File: config.mk
export PLATFORM = sky130hd
export DESIGN_NAME = mdsc_top
export DESIGN_NICKNAME = d
export VERILOG_FILES = /design/src/logic/mdsc_pkg.sv /design/src/logic/mdsc_top.sv
export SDC_FILE = /design/constraint.sdc
export NUM_CORES = 2
export LEC_CHECK = 0
export ABC_AREA = 1
export BUFFER_PORTS_ARGS = -buffer_cell sky130_fd_sc_hd__buf_2
export CAP_MARGIN = 30
export CORE_MARGIN = 2
export CORE_UTILIZATION = 40
export CTS_CLUSTER_DIAMETER = 120
export DETAILED_ROUTE_END_ITERATION = 8
export PLACE_DENSITY = 0.56
export SYNTH_ARGS = -nofsm -noshare
export SYNTH_HDL_FRONTEND = slang
export SYNTH_SLANG_ARGS = --single-unit
export TNS_END_PERCENT = 100
File: constraint.sdc
create_clock -name clk_sys_i -period 24.5 [get_ports clk_sys_i]
set_input_delay 1.225 -clock clk_sys_i [delete_from_list [all_inputs] [get_ports clk_sys_i]]
set_output_delay 1.225 -clock clk_sys_i [all_outputs]
set_load 0.05 [all_outputs]
File: src/logic/mdsc_pkg.sv
// Shared constants, types and register map of the multichannel DAC serial control block.
package mdsc_pkg;

  // ==========================================================================
  // Timing
  // ==========================================================================
  localparam int CLK_PERIOD_NS  = 10;
  localparam int ACQ_TIME_NS    = 16000;
  localparam int CAL_TIME_NS    = 45000;
  localparam int RST_MIN_NS     = 90;
  localparam int RST_MAX_NS     = 200;
  localparam int ACQ_CYCLES     = ACQ_TIME_NS / CLK_PERIOD_NS;
  localparam int CAL_CYCLES     = CAL_TIME_NS / CLK_PERIOD_NS;
  localparam int RST_MIN_CYCLES = (RST_MIN_NS + CLK_PERIOD_NS - 1) / CLK_PERIOD_NS;
  localparam int RST_MAX_CYCLES = RST_MAX_NS / CLK_PERIOD_NS;

  // ==========================================================================
  // Serial word layout
  // ==========================================================================
  localparam int ADDR_BITS  = 10;
  localparam int DATA_BITS  = 14;
  localparam int LOAD_BITS  = 24;
  localparam int MODE_BITS  = 2;
  localparam int NUM_CHAN   = 32;
  localparam int NUM_DAC    = 33;
  localparam logic [5:0] OFFSET_CHAN = 6'h20;

  localparam logic [1:0] MODE_ACQ_TO_DAC = 2'h0;
  localparam logic [1:0] MODE_DAC_LOAD   = 2'h1;
  localparam logic [1:0] MODE_ACQ_RB     = 2'h2;
  localparam logic [1:0] MODE_RB_ONLY    = 2'h3;

  typedef struct packed {
    logic [1:0] mode;
    logic       cal;
    logic       offs_sel;
    logic       test;
    logic [4:0] channel_address;
  } mdsc_addr_word_t;

  // ==========================================================================
  // Synchronised pin indices
  // ==========================================================================
  localparam int PIN_SYNC  = 0;
  localparam int PIN_SCLK  = 1;
  localparam int PIN_DIN   = 2;
  localparam int PIN_TRACK = 3;
  localparam int PIN_ISEL  = 4;
  localparam int NUM_PINS  = 5;
  localparam logic [4:0] PIN_RESET_VAL = 5'h19;

  // ==========================================================================
  // APB register map
  // ==========================================================================
  localparam logic [11:0] OFS_STATUS    = 12'h000;
  localparam logic [11:0] OFS_ACQ_CODE  = 12'h004;
  localparam logic [11:0] OFS_LAST_WORD = 12'h008;
  localparam logic [11:0] OFS_DAC_BASE  = 12'h100;
  localparam logic [13:0] ACQ_CODE_RST  = 14'h0000;
  localparam logic [13:0] DAC_CODE_RST  = 14'h0000;
  localparam int STAT_ACQ_RUN  = 0;
  localparam int STAT_TRK_WAIT = 1;
  localparam int STAT_ISEL     = 2;
  localparam int STAT_SER_LSB  = 4;

  typedef enum logic [4:0] {
    SER_IDLE   = 5'h01,
    SER_SHIFT  = 5'h02,
    SER_RB_ARM = 5'h04,
    SER_RB_OUT = 5'h08,
    SER_HOLD   = 5'h10
  } mdsc_ser_state_t;

  typedef enum logic [2:0] {
    AQ_IDLE = 3'h1,
    AQ_WAIT = 3'h2,
    AQ_RUN  = 3'h4
  } mdsc_acq_state_t;

endpackage : mdsc_pkg

File: src/logic/mdsc_top.sv
// Serial command interface, DAC code store and acquisition control of the 32-channel DAC.
//
// Functional notes
// - First two serial bits choose mode: acquire, DAC load, acquire+readback, readback.
// - Acquire mode takes a 10-bit MSB-first word selecting one, offset or all channels.
// - DAC load takes 24 bits MSB first: 10 address bits, then 14 data bits.
// - Acquire+readback acquires in 16 us (45 us with calibrate), reads 14 bits after next frame fall.
// - Readback-only performs no acquisition; outputs 14 bits after next frame fall.
// - First frame fall clears bit counter; further frame edges ignored until done.
// - After the required bit count, clocks are ignored until a new frame fall.
// - Works with free-running clock or clock that runs only during transfers.
// - Data-out enabled on first clock rise, updated each rise, released on 14th fall.
// - Data-in sampled on every clock fall from the first; ignored during readback.
// - Serial interface active only while interface select is high.
// - Calibrate bit: DAC mode loads all 32 alike; acquire mode acquires all 32.
// - Offset-select bit targets offset channel and ignores channel address.
// - Five-bit channel address, first bit most significant, picks one of 32.
// - Data bits write the addressed DAC register only in DAC load mode.
// - Track high when addressed starts the acquisition at once.
// - Track low routes input to the buffer and waits for track rising.
// - Busy is low during acquisition; afterwards the DAC drives the buffer.
// - Track low pulse of 90 to 200 ns resets all but the acquisition code register; shorter is ignored.
`timescale 1ns/1ps

module mdsc_top #(
  parameter int CAL_CYCLES_P = mdsc_pkg::CAL_CYCLES
) (
  // Clock and reset.
  input  wire logic                       clk_sys_i,
  input  wire logic                       rst_i,
  // APB slave.
  input  wire logic                       psel_i,
  input  wire logic                       penable_i,
  input  wire logic                       pwrite_i,
  input  wire logic [11:0]                paddr_i,
  input  wire logic [31:0]                pwdata_i,
  output logic      [31:0]                prdata_o,
  output logic                            pready_o,
  output logic                            pslverr_o,
  // Serial pins.
  input  wire logic                       interface_select_i,
  input  wire logic                       sync_n_i,
  input  wire logic                       sclk_i,
  input  wire logic                       din_i,
  output logic                            dout_o,
  output logic                            dout_oe_n_o,
  // Acquisition control.
  input  wire logic                       track_n_i,
  output logic                            busy_n_o,
  output logic [mdsc_pkg::NUM_DAC-1:0]    vin_route_o
);
  import mdsc_pkg::*;

  // ==========================================================================
  // Helpers
  // ==========================================================================
  function automatic logic [5:0] target_chan(input mdsc_addr_word_t aw);
    target_chan = aw.offs_sel ? OFFSET_CHAN : {1'b0, aw.channel_address};
  endfunction : target_chan

  function automatic logic [NUM_DAC-1:0] chan_mask(input logic [5:0] ch, input logic all);
    chan_mask = all ? {1'b0, {NUM_CHAN{1'b1}}} : ({{(NUM_DAC-1){1'b0}}, 1'b1} << ch);
  endfunction : chan_mask

  // ==========================================================================
  // Pin synchronisers and edge detection
  // ==========================================================================
  logic [NUM_PINS-1:0] pin_s1_r;
  logic [NUM_PINS-1:0] pin_s2_r;
  logic [NUM_PINS-1:0] pin_s3_r;
  logic [NUM_PINS-1:0] pin_st_r;
  logic [NUM_PINS-1:0] pin_agree;
  logic [NUM_PINS-1:0] pin_st_nxt;
  logic [NUM_PINS-1:0] pin_fall;
  logic [NUM_PINS-1:0] pin_rise;

  assign pin_agree  = ~(pin_s2_r ^ pin_s3_r);
  assign pin_st_nxt = (pin_st_r & ~pin_agree) | (pin_s3_r & pin_agree);
  assign pin_fall   = pin_st_r & ~pin_st_nxt;
  assign pin_rise   = ~pin_st_r & pin_st_nxt;

  // Edges are found from sampled levels, so the clock may stop between frames.
  always_ff @(posedge clk_sys_i or posedge rst_i) begin
    if (rst_i) begin
      pin_s1_r <= PIN_RESET_VAL;
      pin_s2_r <= PIN_RESET_VAL;
      pin_s3_r <= PIN_RESET_VAL;
      pin_st_r <= PIN_RESET_VAL;
    end else begin
      pin_s1_r <= {interface_select_i, track_n_i, din_i, sclk_i, sync_n_i};
      pin_s2_r <= pin_s1_r;
      pin_s3_r <= pin_s2_r;
      pin_st_r <= pin_st_nxt;
    end
  end

  // ==========================================================================
  // Track/reset pulse measurement
  // ==========================================================================
  logic [4:0] trk_low_r;
  logic [4:0] trk_low_nxt;
  logic       soft_rst;
  logic       track_go;

  assign trk_low_nxt = pin_st_r[PIN_TRACK] ? 5'h00 :
                       ((trk_low_r == 5'h1F) ? trk_low_r : trk_low_r + 5'h01);
  // The counter holds one less than the low time in the cycle the rise is seen.
  assign soft_rst    = pin_rise[PIN_TRACK] && (trk_low_r >= 5'(RST_MIN_CYCLES - 1))
                       && (trk_low_r <= 5'(RST_MAX_CYCLES - 1));
  assign track_go    = pin_rise[PIN_TRACK] && (trk_low_r > 5'(RST_MAX_CYCLES - 1));

  always_ff @(posedge clk_sys_i or posedge rst_i) begin
    if (rst_i) begin
      trk_low_r <= 5'h00;
    end else begin
      trk_low_r <= trk_low_nxt;
    end
  end

  // ==========================================================================
  // Serial shifter
  // ==========================================================================
  mdsc_ser_state_t     ser_r;
  mdsc_ser_state_t     ser_nxt;
  logic [4:0]          cnt_r;
  logic [4:0]          cnt_nxt;
  logic [LOAD_BITS-1:0] sh_in_r;
  logic [LOAD_BITS-1:0] sh_in_nxt;
  logic [1:0]          mode_r;
  logic [DATA_BITS-1:0] sh_out_r;
  logic [5:0]          rb_ch_r;
  logic [ADDR_BITS-1:0] last_word_r;
  logic                dout_r;
  logic                dout_oe_n_r;
  logic                ser_on;
  logic                sclk_fall;
  logic                sclk_rise;
  logic                sync_fall;
  logic [4:0]          need_bits;
  logic                shift_done;
  mdsc_addr_word_t     aw;
  logic [DATA_BITS-1:0] aw_data;
  logic                cmd_load;
  logic                cmd_acq;
  logic                cmd_rb;
  logic                rb_last;

  assign ser_on     = pin_st_r[PIN_ISEL];
  assign sclk_fall  = pin_fall[PIN_SCLK];
  assign sclk_rise  = pin_rise[PIN_SCLK];
  assign sync_fall  = pin_fall[PIN_SYNC];
  assign cnt_nxt    = cnt_r + 5'h01;
  assign sh_in_nxt  = {sh_in_r[LOAD_BITS-2:0], pin_st_r[PIN_DIN]};
  assign need_bits  = (mode_r == MODE_DAC_LOAD) ? 5'(LOAD_BITS) : 5'(ADDR_BITS);
  assign shift_done = (ser_r == SER_SHIFT) && sclk_fall && (cnt_nxt >= 5'(ADDR_BITS))
                      && (cnt_nxt == need_bits);
  // A 24-bit word holds the address in its top ten bits.
  assign aw         = (mode_r == MODE_DAC_LOAD) ? mdsc_addr_word_t'(sh_in_nxt[LOAD_BITS-1:DATA_BITS])
                                                : mdsc_addr_word_t'(sh_in_nxt[ADDR_BITS-1:0]);
  assign aw_data    = sh_in_nxt[DATA_BITS-1:0];
  assign cmd_load   = shift_done && (aw.mode == MODE_DAC_LOAD);
  assign cmd_acq    = shift_done && ((aw.mode == MODE_ACQ_TO_DAC) || (aw.mode == MODE_ACQ_RB));
  assign cmd_rb     = shift_done && aw.mode[1];
  assign rb_last    = (ser_r == SER_RB_OUT) && sclk_fall && (cnt_nxt == 5'(DATA_BITS));

  always_comb begin
    ser_nxt = ser_r;
    case (ser_r)
      SER_IDLE, SER_HOLD: ser_nxt = sync_fall ? SER_SHIFT : ser_r;
      SER_SHIFT:          ser_nxt = shift_done ? (cmd_rb ? SER_RB_ARM : SER_HOLD) : ser_r;
      SER_RB_ARM:         ser_nxt = sync_fall ? SER_RB_OUT : ser_r;
      SER_RB_OUT:         ser_nxt = rb_last ? SER_HOLD : ser_r;
      default: ser_nxt = SER_IDLE;
    endcase
    if (!ser_on || soft_rst) begin
      ser_nxt = SER_IDLE;
    end
  end

  logic [DATA_BITS-1:0] dac_mem [NUM_DAC];

  always_ff @(posedge clk_sys_i or posedge rst_i) begin
    if (rst_i) begin
      ser_r <= SER_IDLE;
    end else begin
      ser_r <= ser_nxt;
    end
  end

  // Frame edges inside SER_SHIFT and SER_RB_OUT leave the counter alone.
  always_ff @(posedge clk_sys_i or posedge rst_i) begin
    if (rst_i) begin
      cnt_r <= 5'h00;
    end else if (sync_fall && (ser_r != SER_SHIFT) && (ser_r != SER_RB_OUT)) begin
      cnt_r <= 5'h00;
    end else if (sclk_fall && ((ser_r == SER_SHIFT) || (ser_r == SER_RB_OUT))) begin
      cnt_r <= cnt_nxt;
    end
  end

  always_ff @(posedge clk_sys_i or posedge rst_i) begin
    if (rst_i) begin
      sh_in_r     <= '0;
      mode_r      <= MODE_ACQ_TO_DAC;
      rb_ch_r     <= 6'h00;
      last_word_r <= '0;
    end else if (soft_rst) begin
      sh_in_r     <= '0;
      mode_r      <= MODE_ACQ_TO_DAC;
      rb_ch_r     <= 6'h00;
      last_word_r <= '0;
    end else if ((ser_r == SER_SHIFT) && sclk_fall) begin
      sh_in_r <= sh_in_nxt;
      if (cnt_nxt == 5'(MODE_BITS)) begin
        mode_r <= sh_in_nxt[1:0];
      end
      if (shift_done) begin
        rb_ch_r     <= target_chan(aw);
        last_word_r <= aw;
      end
    end
  end

  // Readback shifter; data-in is not looked at in these states.
  always_ff @(posedge clk_sys_i or posedge rst_i) begin
    if (rst_i) begin
      sh_out_r    <= '0;
      dout_r      <= 1'b0;
      dout_oe_n_r <= 1'b1;
    end else if (!ser_on || soft_rst) begin
      dout_oe_n_r <= 1'b1;
    end else if ((ser_r == SER_RB_ARM) && sync_fall) begin
      sh_out_r <= dac_mem[rb_ch_r];
    end else if ((ser_r == SER_RB_OUT) && sclk_rise) begin
      dout_r      <= sh_out_r[DATA_BITS-1];
      sh_out_r    <= {sh_out_r[DATA_BITS-2:0], 1'b0};
      dout_oe_n_r <= 1'b0;
    end else if (rb_last) begin
      dout_oe_n_r <= 1'b1;
    end
  end

  // ==========================================================================
  // Acquisition control
  // ==========================================================================
  mdsc_acq_state_t    aq_r;
  mdsc_acq_state_t    aq_nxt;
  logic [12:0]        aq_cnt_r;
  logic [NUM_DAC-1:0] aq_mask_r;
  logic               aq_all_r;
  logic [13:0]        acq_code_r;
  logic               aq_done;
  logic [12:0]        aq_len;
  logic [NUM_DAC-1:0] route_nxt;
  logic [NUM_DAC-1:0] cmd_mask;

  assign aq_len    = aq_all_r ? 13'(CAL_CYCLES_P) : 13'(ACQ_CYCLES);
  assign aq_done   = (aq_r == AQ_RUN) && (aq_cnt_r == aq_len - 13'h0001);
  assign cmd_mask  = chan_mask(target_chan(aw), aw.cal);
  assign route_nxt = (aq_nxt == AQ_IDLE) ? '0 : (cmd_acq ? cmd_mask : aq_mask_r);

  always_comb begin
    aq_nxt = aq_r;
    case (aq_r)
      AQ_IDLE: aq_nxt = aq_r;
      AQ_WAIT: aq_nxt = track_go ? AQ_RUN : aq_r;
      AQ_RUN:  aq_nxt = aq_done ? AQ_IDLE : aq_r;
      default: aq_nxt = AQ_IDLE;
    endcase
    if (cmd_acq) begin
      aq_nxt = pin_st_r[PIN_TRACK] ? AQ_RUN : AQ_WAIT;
    end
    if (soft_rst) begin
      aq_nxt = AQ_IDLE;
    end
  end

  always_ff @(posedge clk_sys_i or posedge rst_i) begin
    if (rst_i) begin
      aq_r      <= AQ_IDLE;
      aq_cnt_r  <= 13'h0000;
      aq_mask_r <= '0;
      aq_all_r  <= 1'b0;
    end else begin
      aq_r <= aq_nxt;
      if (cmd_acq) begin
        aq_mask_r <= cmd_mask;
        aq_all_r  <= aw.cal;
      end
      aq_cnt_r <= ((aq_r == AQ_RUN) && (aq_nxt == AQ_RUN) && !cmd_acq) ? aq_cnt_r + 13'h0001 : 13'h0000;
    end
  end

  // Conversion result store: acquisitions and DAC loads.
  always_ff @(posedge clk_sys_i or posedge rst_i) begin
    if (rst_i) begin
      for (int i = 0; i < NUM_DAC; i++) begin
        dac_mem[i] <= DAC_CODE_RST;
      end
    end else if (soft_rst) begin
      for (int i = 0; i < NUM_DAC; i++) begin
        dac_mem[i] <= DAC_CODE_RST;
      end
    end else if (cmd_load) begin
      for (int i = 0; i < NUM_DAC; i++) begin
        if (cmd_mask[i]) begin
          dac_mem[i] <= aw.cal ? {DATA_BITS{aw_data[DATA_BITS-1]}} : aw_data;
        end
      end
    end else if (aq_done) begin
      for (int i = 0; i < NUM_DAC; i++) begin
        if (aq_mask_r[i]) begin
          dac_mem[i] <= acq_code_r;
        end
      end
    end
  end

  logic                busy_n_r;
  logic [NUM_DAC-1:0]  route_r;

  always_ff @(posedge clk_sys_i or posedge rst_i) begin
    if (rst_i) begin
      busy_n_r <= 1'b1;
      route_r  <= '0;
    end else begin
      busy_n_r <= (aq_nxt != AQ_RUN);
      route_r  <= route_nxt;
    end
  end

  // ==========================================================================
  // APB slave
  // ==========================================================================
  logic        apb_setup;
  logic        apb_wr;
  logic        hit_dac;
  logic [5:0]  dac_idx;
  logic        hit_any;
  logic [31:0] rd_mux;
  logic [31:0] prdata_r;
  logic        pready_r;
  logic        pslverr_r;

  assign apb_setup = psel_i && !penable_i;
  assign apb_wr    = psel_i && penable_i && pready_r && pwrite_i;
  assign dac_idx   = 6'(({paddr_i[11:2], 2'b00} - OFS_DAC_BASE) >> 2);
  assign hit_dac   = (paddr_i >= OFS_DAC_BASE) && (paddr_i[1:0] == 2'b00)
                     && (paddr_i < 12'(OFS_DAC_BASE + 4 * NUM_DAC))
                     && !pwrite_i;
  assign hit_any   = hit_dac || (paddr_i == OFS_ACQ_CODE) ||
                     (!pwrite_i && ((paddr_i == OFS_STATUS) || (paddr_i == OFS_LAST_WORD)));
  assign rd_mux    = hit_dac ? {18'h00000, dac_mem[dac_idx]} :
                     (paddr_i == OFS_STATUS) ? {23'h000000, ser_r, 1'b0, ser_on, (aq_r == AQ_WAIT),
                                                (aq_r == AQ_RUN)} :
                     (paddr_i == OFS_ACQ_CODE) ? {18'h00000, acq_code_r} :
                     (paddr_i == OFS_LAST_WORD) ? {22'h000000, last_word_r} : 32'h00000000;

  always_ff @(posedge clk_sys_i or posedge rst_i) begin
    if (rst_i) begin
      prdata_r  <= 32'h00000000;
      pready_r  <= 1'b0;
      pslverr_r <= 1'b0;
    end else begin
      pready_r <= apb_setup;
      if (apb_setup) begin
        prdata_r  <= pwrite_i ? 32'h00000000 : rd_mux;
        pslverr_r <= !hit_any;
      end
    end
  end

  always_ff @(posedge clk_sys_i or posedge rst_i) begin
    if (rst_i) begin
      acq_code_r <= ACQ_CODE_RST;
    end else if (apb_wr && (paddr_i == OFS_ACQ_CODE)) begin
      acq_code_r <= pwdata_i[DATA_BITS-1:0];
    end
  end

  // ==========================================================================
  // Outputs
  // ==========================================================================
  assign prdata_o    = prdata_r;
  assign pready_o    = pready_r;
  assign pslverr_o   = pslverr_r;
  assign dout_o      = dout_r;
  assign dout_oe_n_o = dout_oe_n_r;
  assign busy_n_o    = busy_n_r;
  assign vin_route_o = route_r;

endmodule : mdsc_top
==> impl_metrics.csv <==
group,metric,value,unit
flow_run,cap_violations,0,
drt,wl_met3,12.9,mm
run_status,status,"complete, no violations",
global_routing,grt-ovfl-total,0,
timing,min_period_over_period,17.6,%
clock_tree,cts_buffers,81,
power_and_ir_drop,swShare,28.3,%
worst_setup_path,worst_path_max_delay_cell,"nand3_1",
worst_hold_path,holdPathStages,0,
timing,rsz0062_at_grt,"no",
drt,route.met2.wl,62.0,mm
logic_synthesis,yosysSeqAreaShare,43.7,%
worst_hold_path,hold_start,"pin_s1_r[1]$_DFF_PP0_",
logic_synthesis,avgSynthCellArea,6.85,µm²
layout,fin_util,44.4,%
power_and_ir_drop,p_seq_share,42.8,%
logic_synthesis,async_reset_ff_share,100,%
drt,drt_first_pass_iters,6,
drt,ant_nets,0,
die,ios,124,
worst_setup_path,timing.rr.start,"rb_ch_r[0]$_DFFE_PP0P_",
power_and_ir_drop,p_int,2.03,mW
worst_setup_path,crit_type,"input pin to flip-flop",
logic_synthesis,synth_edf_count,0,
worst_setup_path,path_cells,"buf_2 > inv_1 > nand2_1 > buf_4 > nor2_1 > nand2_1 > nor2_4 > nand3_1 > inv_2 > nand3_2 > nor2_1 > a21oi_1",
clock_tree,path_clk_slew,0.06,ns
worst_setup_path,crit_path_end_kind,"flip-flop",
logic_synthesis,ys_warn_count,0,
drt,met1Wirelength,61.9,mm
die,die-area,0.0982,mm²
place,portBuffers,87,
logic_synthesis,ys.flop_type,"dfrtp_1",
timing,skew,0.0358,ns
timing,hold_violations,0,
die,start_util,40.3,%
clock_tree,clkSinkCount,667,
die,rows,113,
logic_synthesis,synth_seq_cells,667,
power_and_ir_drop,p_clk_share,45.1,%
power_and_ir_drop,cellPowerDensity,67.1,mW/mm²
global_routing,grt_max_degree,159,
logic_synthesis,syn_inst,5589,
timing,fmaxAchievable,232,MHz
clock_tree,post_cts_buffers,0,
clock_tree,clkLatencyLatePin,0.67,ns
global_routing,grt_pass1_wl,217,mm
clock_tree,cts.repair.resized,0,
worst_setup_path,arrival,4.82,ns
drt,drc,0,
layout,syn2layout_area_growth,9.95,%
clock_tree,tritoncts,"built",
place,gp_congestion,0.915,
die,die_w,313,µm
clock_tree,ctsHoldBuffers,0,
clock_tree,cts-root-buf,"clkbuf_16",
power_and_ir_drop,switching_power,0.798,mW
worst_setup_path,cp_max_fo,30,
worst_setup_path,worstRegToRegCells,12,
timing,fin_crit,4.32,ns
worst_setup_path,required,25.00,ns
drt,via_per_inst,5.35,
place,dpl.hpwl,90.5,mm
drt,drt_iter0_drc,3919,
global_routing,antenna_found_initial,1,
power_and_ir_drop,irDropWorstVdd,0.0530,mV
worst_setup_path,startpoint,"paddr_i[5]",
worst_hold_path,hold_path_end,"pin_s2_r[1]$_DFF_PP0_",
timing,max_slew_margin,26.7,%
layout,drive_gt1_share,8.67,%
worst_setup_path,rr_endpoint,"sh_out_r[11]$_DFFE_PP0P_",
drt,vias,36400,
layout,layout.nets,5542,
logic_synthesis,synth_cell_types,47,
place,place_area,0.0392,mm²
worst_setup_path,path_delay_family,"simple AND/OR/NAND/NOR gates",
layout,fillers,9777,
timing,slew_viol_final,0,
layout,seq_area,0.0167,mm²
global_routing,track_usage,29.1,%
drt,top_layer_used,"met5",
place,dpl_worst_slack,19.61,ns
power_and_ir_drop,p_comb_share,12.0,%
layout,multi_input_area,0.0182,mm²
worst_setup_path,cpPeakStageDelay,0.57,ns
timing,worstMarginPinSlew,1.10,ns
power_and_ir_drop,p_leak,21.7,nW
clock_tree,clockBufferDepth,3,
worst_setup_path,ff2ff_setup_slack,20.48,ns
worst_setup_path,startpoint_type,"input pin",
timing,worst_slack,20.18,ns
timing,fin_setup_tns,0,ns
layout,n_antenna_cell,0,
die,fp.dieH,313,µm
drt,wl_per_cell,21.1,µm
clock_tree,ctsHtreeMaxLevel,3,
worst_hold_path,hold_class,"flip-flop to flip-flop",
global_routing,grt_pass1_vias,34000,
timing,finalSetupViolations,0,
logic_synthesis,synthesis.area,0.0383,mm²
worst_setup_path,crit_buf_inv,4,
drt,routed_wl,144,mm
layout,final_cell_area,0.0421,mm²
die,core_area,0.0949,mm²
## state kept, by name (all words and copies together) (netlist names), 2 cells and up, named ones only
| register | flops |
|---|---|
| prdata_o | 14 |
| aq_mask_r | 33 |
| sh_out_r | 14 |
| pin_s2_r | 5 |
| trk_low_r | 5 |
| acq_code_r | 14 |
| cnt_r | 5 |
| rb_ch_r | 5 |
| aq_cnt_r | 13 |
| last_word_r | 10 |
| aq_r | 3 |
| pin_s1_r | 5 |
| vin_route_o | 33 |
| sh_in_r | 23 |
| dac_mem | 462 |
| pin_s3_r | 5 |
| mode_r | 2 |
| pin_st_r | 3 |
| ser_r | 5 |
## how the worst max path moves through the flow
| stage | to | cells past startpoint |
|---|---|---|
| floorplan | async pin | 1 |
| global placement | acq_code_r[1]$_DFFE_PP0P_ | 12 |
| detailed placement | acq_code_r[1]$_DFFE_PP0P_ | 12 |
| CTS | acq_code_r[1]$_DFFE_PP0P_ | 12 |
| global route | acq_code_r[7]$_DFFE_PP0P_ | 12 |
| finish | acq_code_r[7]$_DFFE_PP0P_ | 12 |
## metal layers
metal  up-vias  GRT usage [%]
met5         -              0
met4         2           13.9
met3       307           5.30
met2      1671           43.7
met1     17300           40.6
li1      17200              -
## area by class of cell
class                      instances  area share (%)
clock buffer                     129            6.10
clock inverter                    18           0.559
inverter                         430            3.89
multi-input combinational       4152            43.3
sequential                       667            39.7
tap                             1265            3.76
timing repair buffer             150            2.69
## Yosys cell counts (all sizes together), types with 3 or more instances
cell,n,area share [%]
dfrtp,651,43
nor4,3,0.049
clkinv,3,0.029
dfstp,16,1.1
nor2,575,7.0
a21oi,195,2.6
nor3,5,0.078
nand3,454,6.1
o22ai,6,0.098
xor2,10,0.23
buf,190,3.2
nand4,41,0.69
o2111ai,8,0.18
clkbuf,167,1.6
nand2,2445,24
o211ai,54,1.1
o21ai,316,4.3
nand3b,3,0.059
inv,427,4.2
maj3,4,0.10
ha,6,0.20
## worst register-to-register path, stage by stage, from the launching register on
cell and delay, ns:
dfrtp_4 0.65, inv_6 0.38, buf_4 0.25, buf_16 0.33
buf_4 0.87, o21ai_0 0.27, a21oi_1 0.43, nor2_1 0.17
nand2_1 0.23, nand3_1 0.17, nand2_1 0.10, nand2_1 0.05
nand2_1 0.06
## cell families after synthesis
kind of cell    count (synthesis)  share of synthesized area (%)
mux                             1                         0.0262
flops                         667                           43.7
simple gates                 3530                           38.5
fa+ha+maj                      10                          0.301
xor+xnor                       11                          0.252
other cells                     1                        0.00980
buf+inv                       787                           9.06
compound gates                582                           8.20
## cell usage in the layout (no fill, tap or decap), types with 4 or more instances in the layout
| cell | instances |
|---|---|
| nand2_1 | 2390 |
| dfrtp_1 | 648 |
| nor2_1 | 494 |
| nand3_1 | 441 |
| inv_1 | 404 |
| o21ai_0 | 299 |
| a21oi_1 | 195 |
| clkbuf_16 | 87 |
| buf_2 | 86 |
| nor2_4 | 65 |
| o211ai_1 | 54 |
| nand2_2 | 51 |
| buf_4 | 48 |
| nand4_1 | 40 |
| clkbuf_8 | 23 |
| inv_2 | 19 |
| clkbuf_1 | 19 |
| conb_1 | 18 |
| dfstp_2 | 16 |
| nor2_2 | 14 |
| nand3_2 | 12 |
| xor2_1 | 10 |
| o21ai_1 | 8 |
| o2111ai_1 | 8 |
| clkinv_2 | 7 |
| buf_12 | 7 |
| inv_6 | 6 |
| o22ai_1 | 6 |
| ha_1 | 6 |
| buf_16 | 6 |
| o21ai_2 | 5 |
| bufinv_16 | 5 |
| nor3_1 | 4 |
| nand2_4 | 4 |
| o21ai_4 | 4 |
| maj3_1 | 4 |
## through the flow
stage	power, mW	hold WS (ns)	instances
floorplan	1.46	0.331	5606
global placement	1.56	0.332	6651
finish	2.82	0.347	6811
CTS	2.83	0.350	6809
detailed placement	1.56	0.337	6662
global route	2.93	0.356	6811
## power groups by stage
stage / logic (mW) / clock network, mW / registers, mW
2_1_floorplan: 0.245 / 0 / 1.22
3_3_place_gp: 0.330 / 0 / 1.23
3_5_place_dp: 0.335 / 0 / 1.23
4_1_cts: 0.336 / 1.29 / 1.21
5_1_grt: 0.382 / 1.34 / 1.22
6_report: 0.339 / 1.27 / 1.21
Power figures use the tool's default switching activity.
